`config.mk`:
```
export PLATFORM = sky130hd
export DESIGN_NAME = car_config_access_router
export DESIGN_NICKNAME = d
export VERILOG_FILES = /design/src/logic/car_route_decode.v /design/src/logic/car_tlp_header.v /design/src/logic/car_config_access_router.v
export VERILOG_INCLUDE_DIRS = /design/src /design/src/shared
export SDC_FILE = /design/constraint.sdc
export NUM_CORES = 1
export LEC_CHECK = 0
export BUFFER_PORTS_ARGS = -buffer_cell sky130_fd_sc_hd__clkbuf_2
export CAP_MARGIN = 30
export CORE_AREA = 8 8 175 177
export DETAILED_ROUTE_END_ITERATION = 8
export DIE_AREA = 0 0 183 185
export PLACE_DENSITY = 0.65
export SYNTH_ARGS = -nofsm -noshare
export SYNTH_HDL_FRONTEND = slang
export SYNTH_SLANG_ARGS = --single-unit
```
`constraint.sdc`:
```
create_clock -name clk -period 4.3 [get_ports clk]
set_input_delay 0.645 -clock clk [delete_from_list [all_inputs] [get_ports clk]]
set_output_delay 0.645 -clock clk [all_outputs]
set_load 0.01 [all_outputs]
```
`src/shared/car_defs.vh`:
```
/*
  Constants for the configuration access router: host port addresses, index
  register fields, window sizing, routing codes and internal device numbers.
  Assumes inclusion by bare name from the route decoder, the router and the bench files.
*/
// Function
// - Host I/O dword range 0CF8h-0CFBh decodes as the configuration index register.
// - Host I/O range 0CFCh-0CFFh decodes as the configuration data window.
// - Configuration cycles only when index bit 31 is set; otherwise none.
// - Every data window read or write becomes a cycle to the indexed dword.
// - Each function has 4096 bytes; lowest 256 compatible, rest extended.
// - Extended region reachable only via memory window; compatible region via both.
// - Locked accesses to the memory window are unsupported and get no handling.
// - Writes through either method reach the same register state identically.
// - Window is 256 MB by default, or 128 MB or 64 MB limiting buses.
// - Enhanced window active only after enable bit 0 and base programmed.
// - Window address is base plus bus*1MB, device*32KB, function*4KB, offset.
// - Requests carry 4-bit upper register index; zero for legacy accesses.
// - Bus zero naming an existing enabled internal device is claimed internally.
// - TLP header: bus byte 8, device/function byte 9, upper index 10, register 11.
// - Bus equal to secondary bus goes to the root link as Type 0.
// - Type 0 root link access to non-zero device is master-aborted.
// - Bus above secondary, at or below subordinate, goes to root link Type 1.
// - Extended writes complete posted on host bus, non-posted downstream.
// - Disabled internal, bus-zero devices 2-31, unclaimed buses go to chipset link.
// - Chipset link uses Type 0 for bus zero, Type 1 otherwise.
// - Unclaimed chipset link configuration accesses end as master abort.
// - Byte or word index-port accesses do not update it; forwarded as I/O.
// - Internal-device cycles with non-zero function number are ignored.
`ifndef CAR_DEFS_VH
`define CAR_DEFS_VH

`define CAR_IO_INDEX        16'h0cf8
`define CAR_IO_DATA         16'h0cfc
`define CAR_INDEX_RESET     32'h0000_0000
`define CAR_INDEX_ENABLE    31
`define CAR_COMPAT_BYTES    13'h100
`define CAR_FUNC_BYTES      13'h1000
`define CAR_EWB_RESET       32'h0000_0000
`define CAR_EWB_EN_BIT      0
`define CAR_SIZE_256        2'h0
`define CAR_SIZE_128        2'h1
`define CAR_SIZE_64         2'h2

// Route codes
`define CAR_RT_NONE         3'h0
`define CAR_RT_INTERNAL     3'h1
`define CAR_RT_ROOT_T0      3'h2
`define CAR_RT_ROOT_T1      3'h3
`define CAR_RT_LINK_T0      3'h4
`define CAR_RT_LINK_T1      3'h5
`define CAR_RT_ABORT        3'h6
`define CAR_RT_IGNORE       3'h7

// Internal device numbers on bus zero
`define CAR_DEV_HOST        5'h00
`define CAR_DEV_BRIDGE      5'h01

`endif

```
`src/logic/car_route_decode.v`:
```
/*
  Combinational route decision for one configuration request.
  Assumes bus window registers and device enables are stable during decode.
*/
`timescale 1ns/1ps
`include "car_defs.vh"

module car_route_decode (
  input  wire [7:0] bus,
  input  wire [4:0] dev,
  input  wire [2:0] func,
  input  wire [7:0] sec_bus,
  input  wire [7:0] sub_bus,
  input  wire       dev0_en,
  input  wire       dev1_en,
  output reg  [2:0] route
);
  wire internal_hit;

  assign internal_hit = (dev == `CAR_DEV_HOST && dev0_en) ||
                        (dev == `CAR_DEV_BRIDGE && dev1_en);

  always @* begin
    route = `CAR_RT_LINK_T1;
    if (bus == 8'h00) begin
      if (internal_hit) begin
        if (func != 3'h0)
          route = `CAR_RT_IGNORE;
        else
          route = `CAR_RT_INTERNAL;
      end else begin
        route = `CAR_RT_LINK_T0;
      end
    end else if (bus == sec_bus) begin
      if (dev != 5'h00)
        route = `CAR_RT_ABORT;
      else
        route = `CAR_RT_ROOT_T0;
    end else if (bus > sec_bus && bus <= sub_bus) begin
      route = `CAR_RT_ROOT_T1;
    end else begin
      route = `CAR_RT_LINK_T1;
    end
  end
endmodule // car_route_decode

```
`src/logic/car_tlp_header.v`:
```
/*
  Packs the configuration-specific dword of a TLP header (bytes 8 to 11).
  Assumes fields are already validated by the router.
*/
`timescale 1ns/1ps

module car_tlp_header (
  input  wire [7:0]  bus,
  input  wire [4:0]  dev,
  input  wire [2:0]  func,
  input  wire [3:0]  upper_register_index,
  input  wire [5:0]  reg_num,
  output wire [31:0] hdr_dw2
);
  // Byte 8 is the most significant byte of the third header dword
  assign hdr_dw2 = {bus, dev, func, 4'h0, upper_register_index, reg_num, 2'b00};
endmodule // car_tlp_header

```
`src/logic/car_config_access_router.v`:
```
/*
  Configuration access router: turns host_front_bus I/O accesses to the index
  and data ports, and memory accesses into the enhanced window, into routed
  configuration requests for internal devices, the root link or chipset_link.
  Assumes a host access is a one-cycle strobe and the downstream side answers
  each request with a done pulse carrying read data or a master-abort flag.
*/
`timescale 1ns/1ps
`include "car_defs.vh"

module car_config_access_router (
  input  wire        clk,
  input  wire        reset_n,
  // Host I/O access
  input  wire        io_req,
  input  wire        io_write,
  input  wire [15:0] io_addr,
  input  wire [3:0]  io_be,
  input  wire [31:0] io_wdata,
  // Host memory access
  input  wire        mem_req,
  input  wire        mem_write,
  input  wire [35:0] mem_addr,
  input  wire [3:0]  mem_be,
  input  wire [31:0] mem_wdata,
  // Host answer
  output reg         host_done,
  output reg  [31:0] host_rdata,
  output reg         host_abort,
  output wire        host_busy,
  // Memory access not inside the window, left for other decoders
  output wire        mem_miss,
  // Byte/word index port pass-through to chipset link as plain I/O
  output reg         io_pass,
  output reg  [15:0] io_pass_addr,
  output reg  [3:0]  io_pass_be,
  output reg         io_pass_write,
  output reg  [31:0] io_pass_wdata,
  // Bridge bus window and internal device enables
  input  wire [7:0]  sec_bus,
  input  wire [7:0]  sub_bus,
  input  wire        dev0_en,
  input  wire        dev1_en,
  // Enhanced window size selection
  input  wire [1:0]  window_size,
  // Enhanced window base register write (internal device 0 register)
  input  wire        ewb_write,
  input  wire [31:0] ewb_wdata,
  output reg  [31:0] enhanced_window_base_reg,
  // Configuration request out
  output reg         cfg_req,
  output reg  [2:0]  cfg_route,
  output reg         cfg_write,
  output reg  [3:0]  cfg_be,
  output reg  [31:0] cfg_wdata,
  output reg  [31:0] cfg_hdr_dw2,
  output reg  [7:0]  cfg_bus,
  output reg  [4:0]  cfg_dev,
  output reg  [2:0]  cfg_func,
  output reg  [9:0]  cfg_offset,
  input  wire        cfg_done,
  input  wire        cfg_abort,
  input  wire [31:0] cfg_rdata,
  // Current index register contents
  output reg  [31:0] config_index_port
);
  localparam ST_IDLE = 2'h0;
  localparam ST_WAIT = 2'h1;

  reg  [1:0]  state;
  reg         pend_posted;
  reg  [7:0]  bus;
  reg  [4:0]  dev;
  reg  [2:0]  func;
  reg  [3:0]  upper_idx;
  reg  [5:0]  reg_num;
  reg         start;
  reg         start_write;
  reg  [3:0]  start_be;
  reg  [31:0] start_wdata;
  reg         start_posted;
  reg  [7:0]  bus_mask;
  wire [2:0]  route;
  wire [31:0] hdr;
  wire        io_index_hit;
  wire        io_data_hit;
  wire        ewb_en;
  wire        win_hit;
  wire        io_cfg;
  wire        idx_dword;
  wire        idx_part;
  wire        win_base_hit;
  wire        win_bus_hit;
  wire [7:0]  ix_bus;
  wire [4:0]  ix_dev;
  wire [2:0]  ix_func;
  wire [5:0]  ix_reg;
  wire [7:0]  win_bus;
  wire [4:0]  win_dev;
  wire [2:0]  win_func;
  wire [3:0]  win_upper;
  wire [5:0]  win_reg;

  assign io_index_hit = io_req && {io_addr[15:2], 2'b00} == `CAR_IO_INDEX;
  assign io_data_hit  = io_req && {io_addr[15:2], 2'b00} == `CAR_IO_DATA;
  assign ewb_en       = enhanced_window_base_reg[`CAR_EWB_EN_BIT];
  // Only a full dword reaches the index register; narrower accesses are
  // plain I/O for the chipset link and must leave the selection alone.
  assign idx_dword    = io_index_hit && io_be == 4'hf;
  assign idx_part     = io_index_hit && io_be != 4'hf;

  // Legacy selection from the index register; its upper index stays zero
  assign ix_bus  = config_index_port[23:16];
  assign ix_dev  = config_index_port[15:11];
  assign ix_func = config_index_port[10:8];
  assign ix_reg  = config_index_port[7:2];

  always @* begin
    case (window_size)
      `CAR_SIZE_128: bus_mask = 8'h7f;
      `CAR_SIZE_64:  bus_mask = 8'h3f;
      default:       bus_mask = 8'hff;
    endcase
  end

  // Window base bits above the window size must match; bus bits beyond the
  // size belong to the base and are compared instead of decoded.
  // No lock qualifier exists: a locked access is decoded like any other
  assign win_base_hit = mem_addr[35:28] == enhanced_window_base_reg[31:24];
  assign win_bus_hit  = (mem_addr[27:20] & ~bus_mask) ==
                        (enhanced_window_base_reg[23:16] & ~bus_mask);
  assign win_hit      = mem_req && ewb_en && win_base_hit && win_bus_hit;

  // Window selection: bus, device, function and 4 KB offset from the address
  assign win_bus   = mem_addr[27:20] & bus_mask;
  assign win_dev   = mem_addr[19:15];
  assign win_func  = mem_addr[14:12];
  assign win_upper = mem_addr[11:8];
  assign win_reg   = mem_addr[7:2];
  assign mem_miss = mem_req && !win_hit;
  assign io_cfg   = io_data_hit && config_index_port[`CAR_INDEX_ENABLE];
  // Strobes other than index accesses are dropped while this is high
  assign host_busy = (state != ST_IDLE);

  // Capture the request fields from whichever mechanism fired
  // The window wins over an enabled data port cycle in the same cycle; index dword and disabled data port accesses beat it
  always @* begin
    start        = 1'b0;
    start_write  = 1'b0;
    start_be     = 4'h0;
    start_wdata  = 32'h0000_0000;
    start_posted = 1'b0;
    bus          = ix_bus;
    dev          = ix_dev;
    func         = ix_func;
    upper_idx    = 4'h0;
    reg_num      = ix_reg;
    if (state == ST_IDLE) begin
      if (win_hit) begin
        start        = 1'b1;
        start_write  = mem_write;
        start_be     = mem_be;
        start_wdata  = mem_wdata;
        start_posted = mem_write;
        bus          = win_bus;
        dev          = win_dev;
        func         = win_func;
        upper_idx    = win_upper;
        reg_num      = win_reg;
      end else if (io_cfg) begin
        start       = 1'b1;
        start_write = io_write;
        start_be    = io_be;
        start_wdata = io_wdata;
      end
    end
  end

  car_route_decode u_route (
    .bus     (bus),
    .dev     (dev),
    .func    (func),
    .sec_bus (sec_bus),
    .sub_bus (sub_bus),
    .dev0_en (dev0_en),
    .dev1_en (dev1_en),
    .route   (route)
  );

  car_tlp_header u_hdr (
    .bus                  (bus),
    .dev                  (dev),
    .func                 (func),
    .upper_register_index (upper_idx),
    .reg_num              (reg_num),
    .hdr_dw2              (hdr)
  );

  // Index port and enhanced window base register
  // The index loads even while busy, but such an access gets no answer,
  // so hosts must wait for host_busy to fall before touching it.
  always @(posedge clk or negedge reset_n) begin
    if (!reset_n) begin
      config_index_port        <= `CAR_INDEX_RESET;
      enhanced_window_base_reg <= `CAR_EWB_RESET;
    end else begin
      if (idx_dword && io_write)
        config_index_port <= {io_wdata[31], 7'h00, io_wdata[23:2], 2'b00};
      if (ewb_write)
        enhanced_window_base_reg <= ewb_wdata;
    end
  end

  // Byte/word index accesses pass through as plain I/O on the chipset link
  always @(posedge clk or negedge reset_n) begin
    if (!reset_n) begin
      io_pass       <= 1'b0;
      io_pass_addr  <= 16'h0000;
      io_pass_be    <= 4'h0;
      io_pass_write <= 1'b0;
      io_pass_wdata <= 32'h0000_0000;
    end else begin
      io_pass <= idx_part;
      if (idx_part) begin
        io_pass_addr  <= io_addr;
        io_pass_be    <= io_be;
        io_pass_write <= io_write;
        io_pass_wdata <= io_wdata;
      end
    end
  end

  // Request issue and completion
  always @(posedge clk or negedge reset_n) begin
    if (!reset_n) begin
      state       <= ST_IDLE;
      pend_posted <= 1'b0;
      cfg_req     <= 1'b0;
      cfg_route   <= `CAR_RT_NONE;
      cfg_write   <= 1'b0;
      cfg_be      <= 4'h0;
      cfg_wdata   <= 32'h0000_0000;
      cfg_hdr_dw2 <= 32'h0000_0000;
      cfg_bus     <= 8'h00;
      cfg_dev     <= 5'h00;
      cfg_func    <= 3'h0;
      cfg_offset  <= 10'h000;
      host_done   <= 1'b0;
      host_rdata  <= 32'h0000_0000;
      host_abort  <= 1'b0;
    end else begin
      cfg_req    <= 1'b0;
      host_done  <= 1'b0;
      host_abort <= 1'b0;
      case (state)
        ST_IDLE: begin
          if (idx_dword) begin
            host_done  <= 1'b1;
            host_rdata <= io_write ? 32'h0000_0000 : config_index_port;
          end else if (io_data_hit && !io_cfg) begin
            host_done  <= 1'b1;
            host_rdata <= 32'hffff_ffff;
          end else if (start) begin
            if (route == `CAR_RT_ABORT || route == `CAR_RT_IGNORE) begin
              host_done  <= 1'b1;
              host_abort <= (route == `CAR_RT_ABORT);
              host_rdata <= 32'hffff_ffff;
            end else begin
              cfg_req     <= 1'b1;
              cfg_route   <= route;
              cfg_write   <= start_write;
              cfg_be      <= start_be;
              cfg_wdata   <= start_wdata;
              cfg_hdr_dw2 <= hdr;
              cfg_bus     <= bus;
              cfg_dev     <= dev;
              cfg_func    <= func;
              cfg_offset  <= {upper_idx, reg_num};
              pend_posted <= start_posted;
              if (start_posted)
                host_done <= 1'b1;
              state <= ST_WAIT;
            end
          end
        end
        ST_WAIT: begin
          if (cfg_done) begin
            state <= ST_IDLE;
            // Posted writes were answered at issue; only the wait ends here
            if (!pend_posted) begin
              host_done  <= 1'b1;
              host_abort <= cfg_abort;
              host_rdata <= cfg_abort ? 32'hffff_ffff : cfg_rdata;
            end
          end
        end
        default: state <= ST_IDLE;
      endcase
    end
  end
endmodule // car_config_access_router

```
======== Word-level counts from Yosys, hierarchy flattened ========
Cells that the tools add are included.
operators by class
  reduce and logical (&&, ||, !) cells .... 28
  $lt $le $gt $ge ......................... 2
  multiplexer cells ....................... 61
  bitwise operators ....................... 7
  eq/ne operators ......................... 21
operator list
  kind                  number
  $mux 32               10
  $pmux 32 s2           1
  $eq 14x10->1 const B  2
  $mux 1                25
  $and 8x8->8           3
  $eq 8x8->1            3
  $mux 3                8
  $mux 8                2
  $pmux 8 s2            1
  $reduce_and 5->1      3
  $logic_and 1x1->1     14
  $mux 4                3
  $ne 2x2->1 const B    6
  $mux 2                5
  $mux 5                2
  $gt 8x8->1            1
  $le 8x8->1            1
  $logic_not 8->1       1
  $not 8->8             1
  $eq 3x3->1 const B    2
  $mux 6                1
  $eq 5x1->1 const B    1
  $logic_not 5->1       1
  $reduce_bool 5->1     1
  other kinds (14)      21
storage, ports and cells
  bits in registers ....................... 239
  logic and storage cells ................. 141
  input port bits ......................... 217
  output and inout port bits .............. 253

======== Depth between registers and ports, before layout ========
  word-level depth ........................ 20
  gate-level depth with buffers ........... 21
  depth with buffers taken out ............ 17

======== Hierarchy ========
From an unflattened synthesis, not the netlist that was laid out.
second synthesis, totals
  cell total of the unflattened synthesis .. 935
  area, all modules ....................... 11,690.0 µm²
modules (own cells, without submodules)
  module                    cells each  sequential area each (µm²)  area each (µm²)  times used
  car_config_access_router  833         6,105.9                     10,924.2         1
  car_route_decode          69          0.0                         521.8            1
  car_tlp_header            33          0.0                         244.0            1

======== Worst setup path before layout ========
Ideal clock, no wire load.
  path kind ............................... input -> register
  start ................................... input port window_size[0]
  end ..................................... register cfg_be[3]
  setup time .............................. 0.135 ns
  data arrival time ....................... 4.085 ns
  required time ........................... 4.165 ns
  setup slack ............................. 0.080 ns
  path buffers ............................ 3
  stages .................................. 20
  cells stage by stage .................... inv_1 > ha_1 > inv_1 > a2111oi_2 > nand4_1 > nor2_1 > clkbuf_1 > nand2_1 > nand2_1 > ha_1 > nand4_1 > nor2_1 > o211ai_1 > nor3_1 > a31oi_1 > o311ai_2 > buf_2 > buf_2 > nand2_1 > o21ai_0
on the way
  longest elaborated chain between the ends .. 17
  elaborated cells on any way between the ends .. 41
  classes of those cells .................. order compare (2); eq/ne (7); mux (16); bitwise (5); reduce/logical (11)
ends and longest elaborated chain
  element                                          RTL line                                                        source
  start, declared                                  car_config_access_router.v:45                                   input wire [1:0] window_size,
  $eq 2x2->1 / $eq 2x1->1 (equally long branches)  car_config_access_router.v:119                                  case (window_size)
  $pmux 8 s2 (*)                                   car_config_access_router.v:119
  $not 8->8 (*)                                    car_config_access_router.v:130, car_config_access_router.v:131
  $and 8x8->8, on equally long branches            car_config_access_router.v:130, car_config_access_router.v:131
  $eq 8x8->1 (*)                                   car_config_access_router.v:130                                  assign win_bus_hit = (mem_addr[27:20] & ~bus_mask) ==
  $logic_and 1x1->1 (*)                            car_config_access_router.v:132                                  assign win_hit = mem_req && ewb_en && win_base_hit && win_bus_hit;
  $mux 8 (*)                                       car_config_access_router.v:159                                  if (win_hit) begin
  $mux 8 (*)                                       car_config_access_router.v:158                                  if (state == ST_IDLE) begin
  net bus[3]                                       car_config_access_router.v:72                                   reg [7:0] bus;
  [... 1 more ...]                                 n/a
  $logic_and 1x1->1                                car_route_decode.v:39                                           end else if (bus > sec_bus && bus <= sub_bus) begin
  $mux 3                                           car_route_decode.v:39
  $mux 3                                           car_route_decode.v:34                                           end else if (bus == sec_bus) begin
  $mux 3 (*)                                       car_route_decode.v:25                                           if (bus == 8'h00) begin
  $eq 3x3->1 (no line)                             n/a
  $logic_or 1x1->1 (no line) (*)                   n/a
  $not 1->1 (no line) (*)                          n/a
  $reduce_and 5->1 (no line) (*)                   n/a
  end signal, assigned                             car_config_access_router.v:272                                  cfg_be <= start_be;
  end, declared                                    car_config_access_router.v:54                                   output reg [3:0] cfg_be,
The timed path passes the listed nets; every way through them passes the cells marked *.
A chain may end at the register's enable or synchronous reset.

======== Worst setup path in the final report ========
  start ................................... register enhanced_window_base_reg[23]
  end ..................................... register cfg_wdata[28]
on the way
  longest elaborated chain between the ends .. 14
  elaborated cells on any way between the ends .. 35
  classes of those cells .................. order compare (2); eq/ne (5); mux (15); bitwise (2); reduce/logical (11)
ends and longest elaborated chain
  element                                          RTL line                        source
  start, declared                                  car_config_access_router.v:49   output reg [31:0] enhanced_window_base_reg,
  start signal, assigned                           car_config_access_router.v:205  enhanced_window_base_reg <= `CAR_EWB_RESET;
  start signal, assigned                           car_config_access_router.v:210  enhanced_window_base_reg <= ewb_wdata;
  $and 8x8->8 (*)                                  car_config_access_router.v:131  (enhanced_window_base_reg[23:16] & ~bus_mask);
  $eq 8x8->1 (*)                                   car_config_access_router.v:130
  $logic_and 1x1->1 (*)                            car_config_access_router.v:132
  $mux 8 (*)                                       car_config_access_router.v:159
  $mux 8 (*)                                       car_config_access_router.v:158
  net bus[7]                                       car_config_access_router.v:72
  $gt 8x8->1 / $le 8x8->1 (equally long branches)  car_route_decode.v:39
  $logic_and 1x1->1                                car_route_decode.v:39
  $mux 3                                           car_route_decode.v:39
  $mux 3                                           car_route_decode.v:34
  $mux 3 (*)                                       car_route_decode.v:25
  $eq 3x3->1 (no line)                             n/a
  $logic_or 1x1->1 (no line) (*)                   n/a
  $not 1->1 (no line) (*)                          n/a
  $reduce_and 5->1 (no line) (*)                   n/a
  end signal, assigned                             car_config_access_router.v:273  cfg_wdata <= start_wdata;
  end, declared                                    car_config_access_router.v:55   output reg [31:0] cfg_wdata,
Marks and branches as above.

==> metrics.csv <==
stage,metric,value,unit
status,status,finished clean,
finish,final core utilization,48.47,%
drt,Via density,4.907,
timing,Final Skew,27.98,ps
logic_synthesis,most frequent cell after synthesis,dfrtp_1,
timing,period utilization,89.93,%
placement,Placed Cells incl. Taps,1710,
clocking,CTS max path bufs,3,
logic_synthesis,#FFs+latches synth,212,
timing,# setup viols final,0,
global_routing,GRT Overall Usage,21.10,%
global_routing,vias in the first global route,9342,
floorplan,Top Ports,470,
logic_synthesis,Post-Syn Instances,923,
setup_path,Crit path required time,4700,ps
floorplan,core box area,28080,um^2
clocking,CTS Sinks,212,
timing,Fin Setup TNS,0,ps
hold_path,Hold Crit Class,primary input to async pin,
clocking,Clock Latency Late Sink,540,ps
finish,Final nets,1587,
logic_synthesis,number of warning messages in the yosys log,0,
clocking,Num CTS Buffers,25,
finish,"Area growth, synth to finish",33.80,%
power,Leak,0.007400,uW
floorplan,Rows,62,
timing,Worst Tran Pin Value,980.4,ps
drt,"antenna viol nets, final",0,
drt,1st-iter DRT viols,383,
logic_synthesis,Most used DFF post-synth,dfrtp_1,
timing,final slew viol count,0,
placement,hpwl dp,28190,um
clocking,htree depth,1,
clocking,CTS clock-pin slew for the worst setup and hold paths,60,ps
clocking,hold bufs inserted after CTS,0,
clocking,post-CTS setup buffer count,0,
power,P per Cell Area,337.0,nW/um^2
timing,min cycle time layout,3867,ps
placement,RD Place Congestion,0.8846,
setup_path,CP Max Fanout,37,
drt,# DRC,0,
floorplan,die area,33860,um^2
logic_synthesis,share of the synthesized area in the top cell type,52.15,%
timing,RSZ-0062 raised after global routing,no,
global_routing,first-pass GRT wire length,55210,um
power,Max IR drop VDD,0.2751,mV
clocking,post-CTS resize count,0,
job,maxcap violations,0,
drt,first-pass iteration count of the detailed router,5,
logic_synthesis,synthesized area per cell,11.02,um^2
timing,fmax,258.6,MHz
global_routing,initial antenna violation count,2,
setup_path,crit-path cells,xor2_1 > a2111oi_2 > and4_2 > nand2_4 > nand2_1 > o21ai_0 > ha_1 > nand4_1 > nor2_1 > o211ai_1 > nor3_1 > a31oi_1 > buf_4 > o311ai_4 > buf_4 > o21ai_0,
power,Tot Pwr,4587,uW
drt,routed len/inst,20.94,um
placement,port bufs,452,
clocking,CTS tree,yes,
setup_path,WP data arrival,4270,ps
global_routing,largest net degree at the start of global routing,121,
logic_synthesis,top post-synthesis cells by count,"dfrtp_1, mux2_2, nand2_1",
timing,Worst slew margin,34.64,%
logic_synthesis,"top cells by area, synth","dfrtp_1, mux2_2, mux2_4, a21oi_1, o21ai_0",
finish,layout cells sized above 1,48.83,%
drt,final wirelength,36800,um
setup_path,CP max stage cell,a2111oi_2,
timing,Fin. Hold Viols,0,
logic_synthesis,"area leader, netlist",dfrtp_1,
logic_synthesis,"Cell Area, Synth",10170,um^2
setup_path,crit path kind,flip-flop to flip-flop,
floorplan,Die X,183,um
logic_synthesis,Async SR Flop Fraction,100.0,%
setup_path,peak per-stage delay on the critical path,450,ps
drt,vias,8621,
logic_synthesis,"EDFF count, synth",0,
floorplan,Die H,185,um
floorplan,initial core utilization,36.23,%
setup_path,CP Capture Type,flip-flop,
logic_synthesis,register area share after synthesis,52.15,%
global_routing,total gr overflow,0,
logic_synthesis,Unique masters post-synth,46,
clocking,Clock Root Buffer,clkbuf_16,
finish,Non-Filler Instances,1757,
setup_path,Setup crit start kind,flip-flop,
where the power goes:
group          switching [uW]  leakage, uW  internal, uW
Sequential               37.2      0.00286          2050
Clock                     858     0.000399          1250
Combinational             203      0.00414           191
Total                    1100      0.00740          3490
cell families after synthesis:
kind of cell / synth area share (%)
flops: 52.15
mux: 17.21
compound gates: 8.954
buf+inv: 6.039
xor+xnor: 0.7749
simple gates: 12.75
other cells: 0.03686
fa+ha+maj: 2.091
layout by cell type (no fill, tap or decap), drive strengths merged, types with 6 or more instances in the layout:
cell type,synthesis,final
nand2,88,88
xor2,9,9
nand2b,30,30
mux2i,17,17
o21ai,67,67
nor2b,12,12
clkbuf,34,488
conb,1,15
or2,8,8
buf,60,32
nor2,58,58
a21oi,70,70
nand4,7,7
dfrtp,212,212
ha,17,17
and3,38,38
nor3,6,6
inv,19,20
mux2,130,130
cell type report:
class                      count  area (um^2)
antenna                        1        2.502
clock inverter                 9        96.34
fill                        2677        14470
clock buffer                  37        730.7
multi-input combinational    612         4333
tap                          384        480.5
inverter                      19        71.32
sequential                   212         5305
timing repair buffer         483         2592
worst paths after layout:
path,start,to,slack [ps],depth (start not counted)
max in group asynchronous,reset_n,io_pass_addr[9],3110,2
min in group clk,mem_addr[11],cfg_hdr_dw2[11],340,3
worst max register to register,enhanced_window_base_reg[23],cfg_wdata[28],430,16
worst max-delay path,enhanced_window_base_reg[23],cfg_wdata[28],430,16
worst min register to register,io_pass_addr[4],io_pass_addr[4],460,1
worst min-delay path,reset_n,cfg_offset[4],230,1
metal layers:
metal  track usage (%)  up-vias  routed length (um)
met5                 0        -                   0
met4             8.230        0                1367
met3             6.199       72                3269
met2             36.79      406               18120
met1             24.11     4134               14040
li1                  -     4009                   -
critical path, delay by kind of cell, from the launching register on:
| family | cells | cell delay (ps) |
|---|---|---|
| adder cells (fa/ha/maj) | 1 | 360 |
| buffers and inverters | 2 | 580 |
| XOR/XNOR | 1 | 160 |
| flip-flops | 1 | 410 |
| AO/OA/AOI/OAI | 6 | 1150 |
| AND/OR/NAND/NOR | 6 | 1070 |
stage by stage:
| step | setup WS (ps) | instance area, um^2 | hold WS (ps) |
|---|---|---|---|
| after floorplan | 79.96 | 10230 | 349.4 |
| after global placement | 61.50 | 12780 | 453.8 |
| after detailed placement | -29.28 | 12780 | 452.9 |
| after CTS | 431.4 | 13610 | 236.7 |
| after global routing | 135.0 | 13610 | 294.8 |
| final | 432.9 | 13610 | 227.5 |
(Power assumes the default switching activity.)
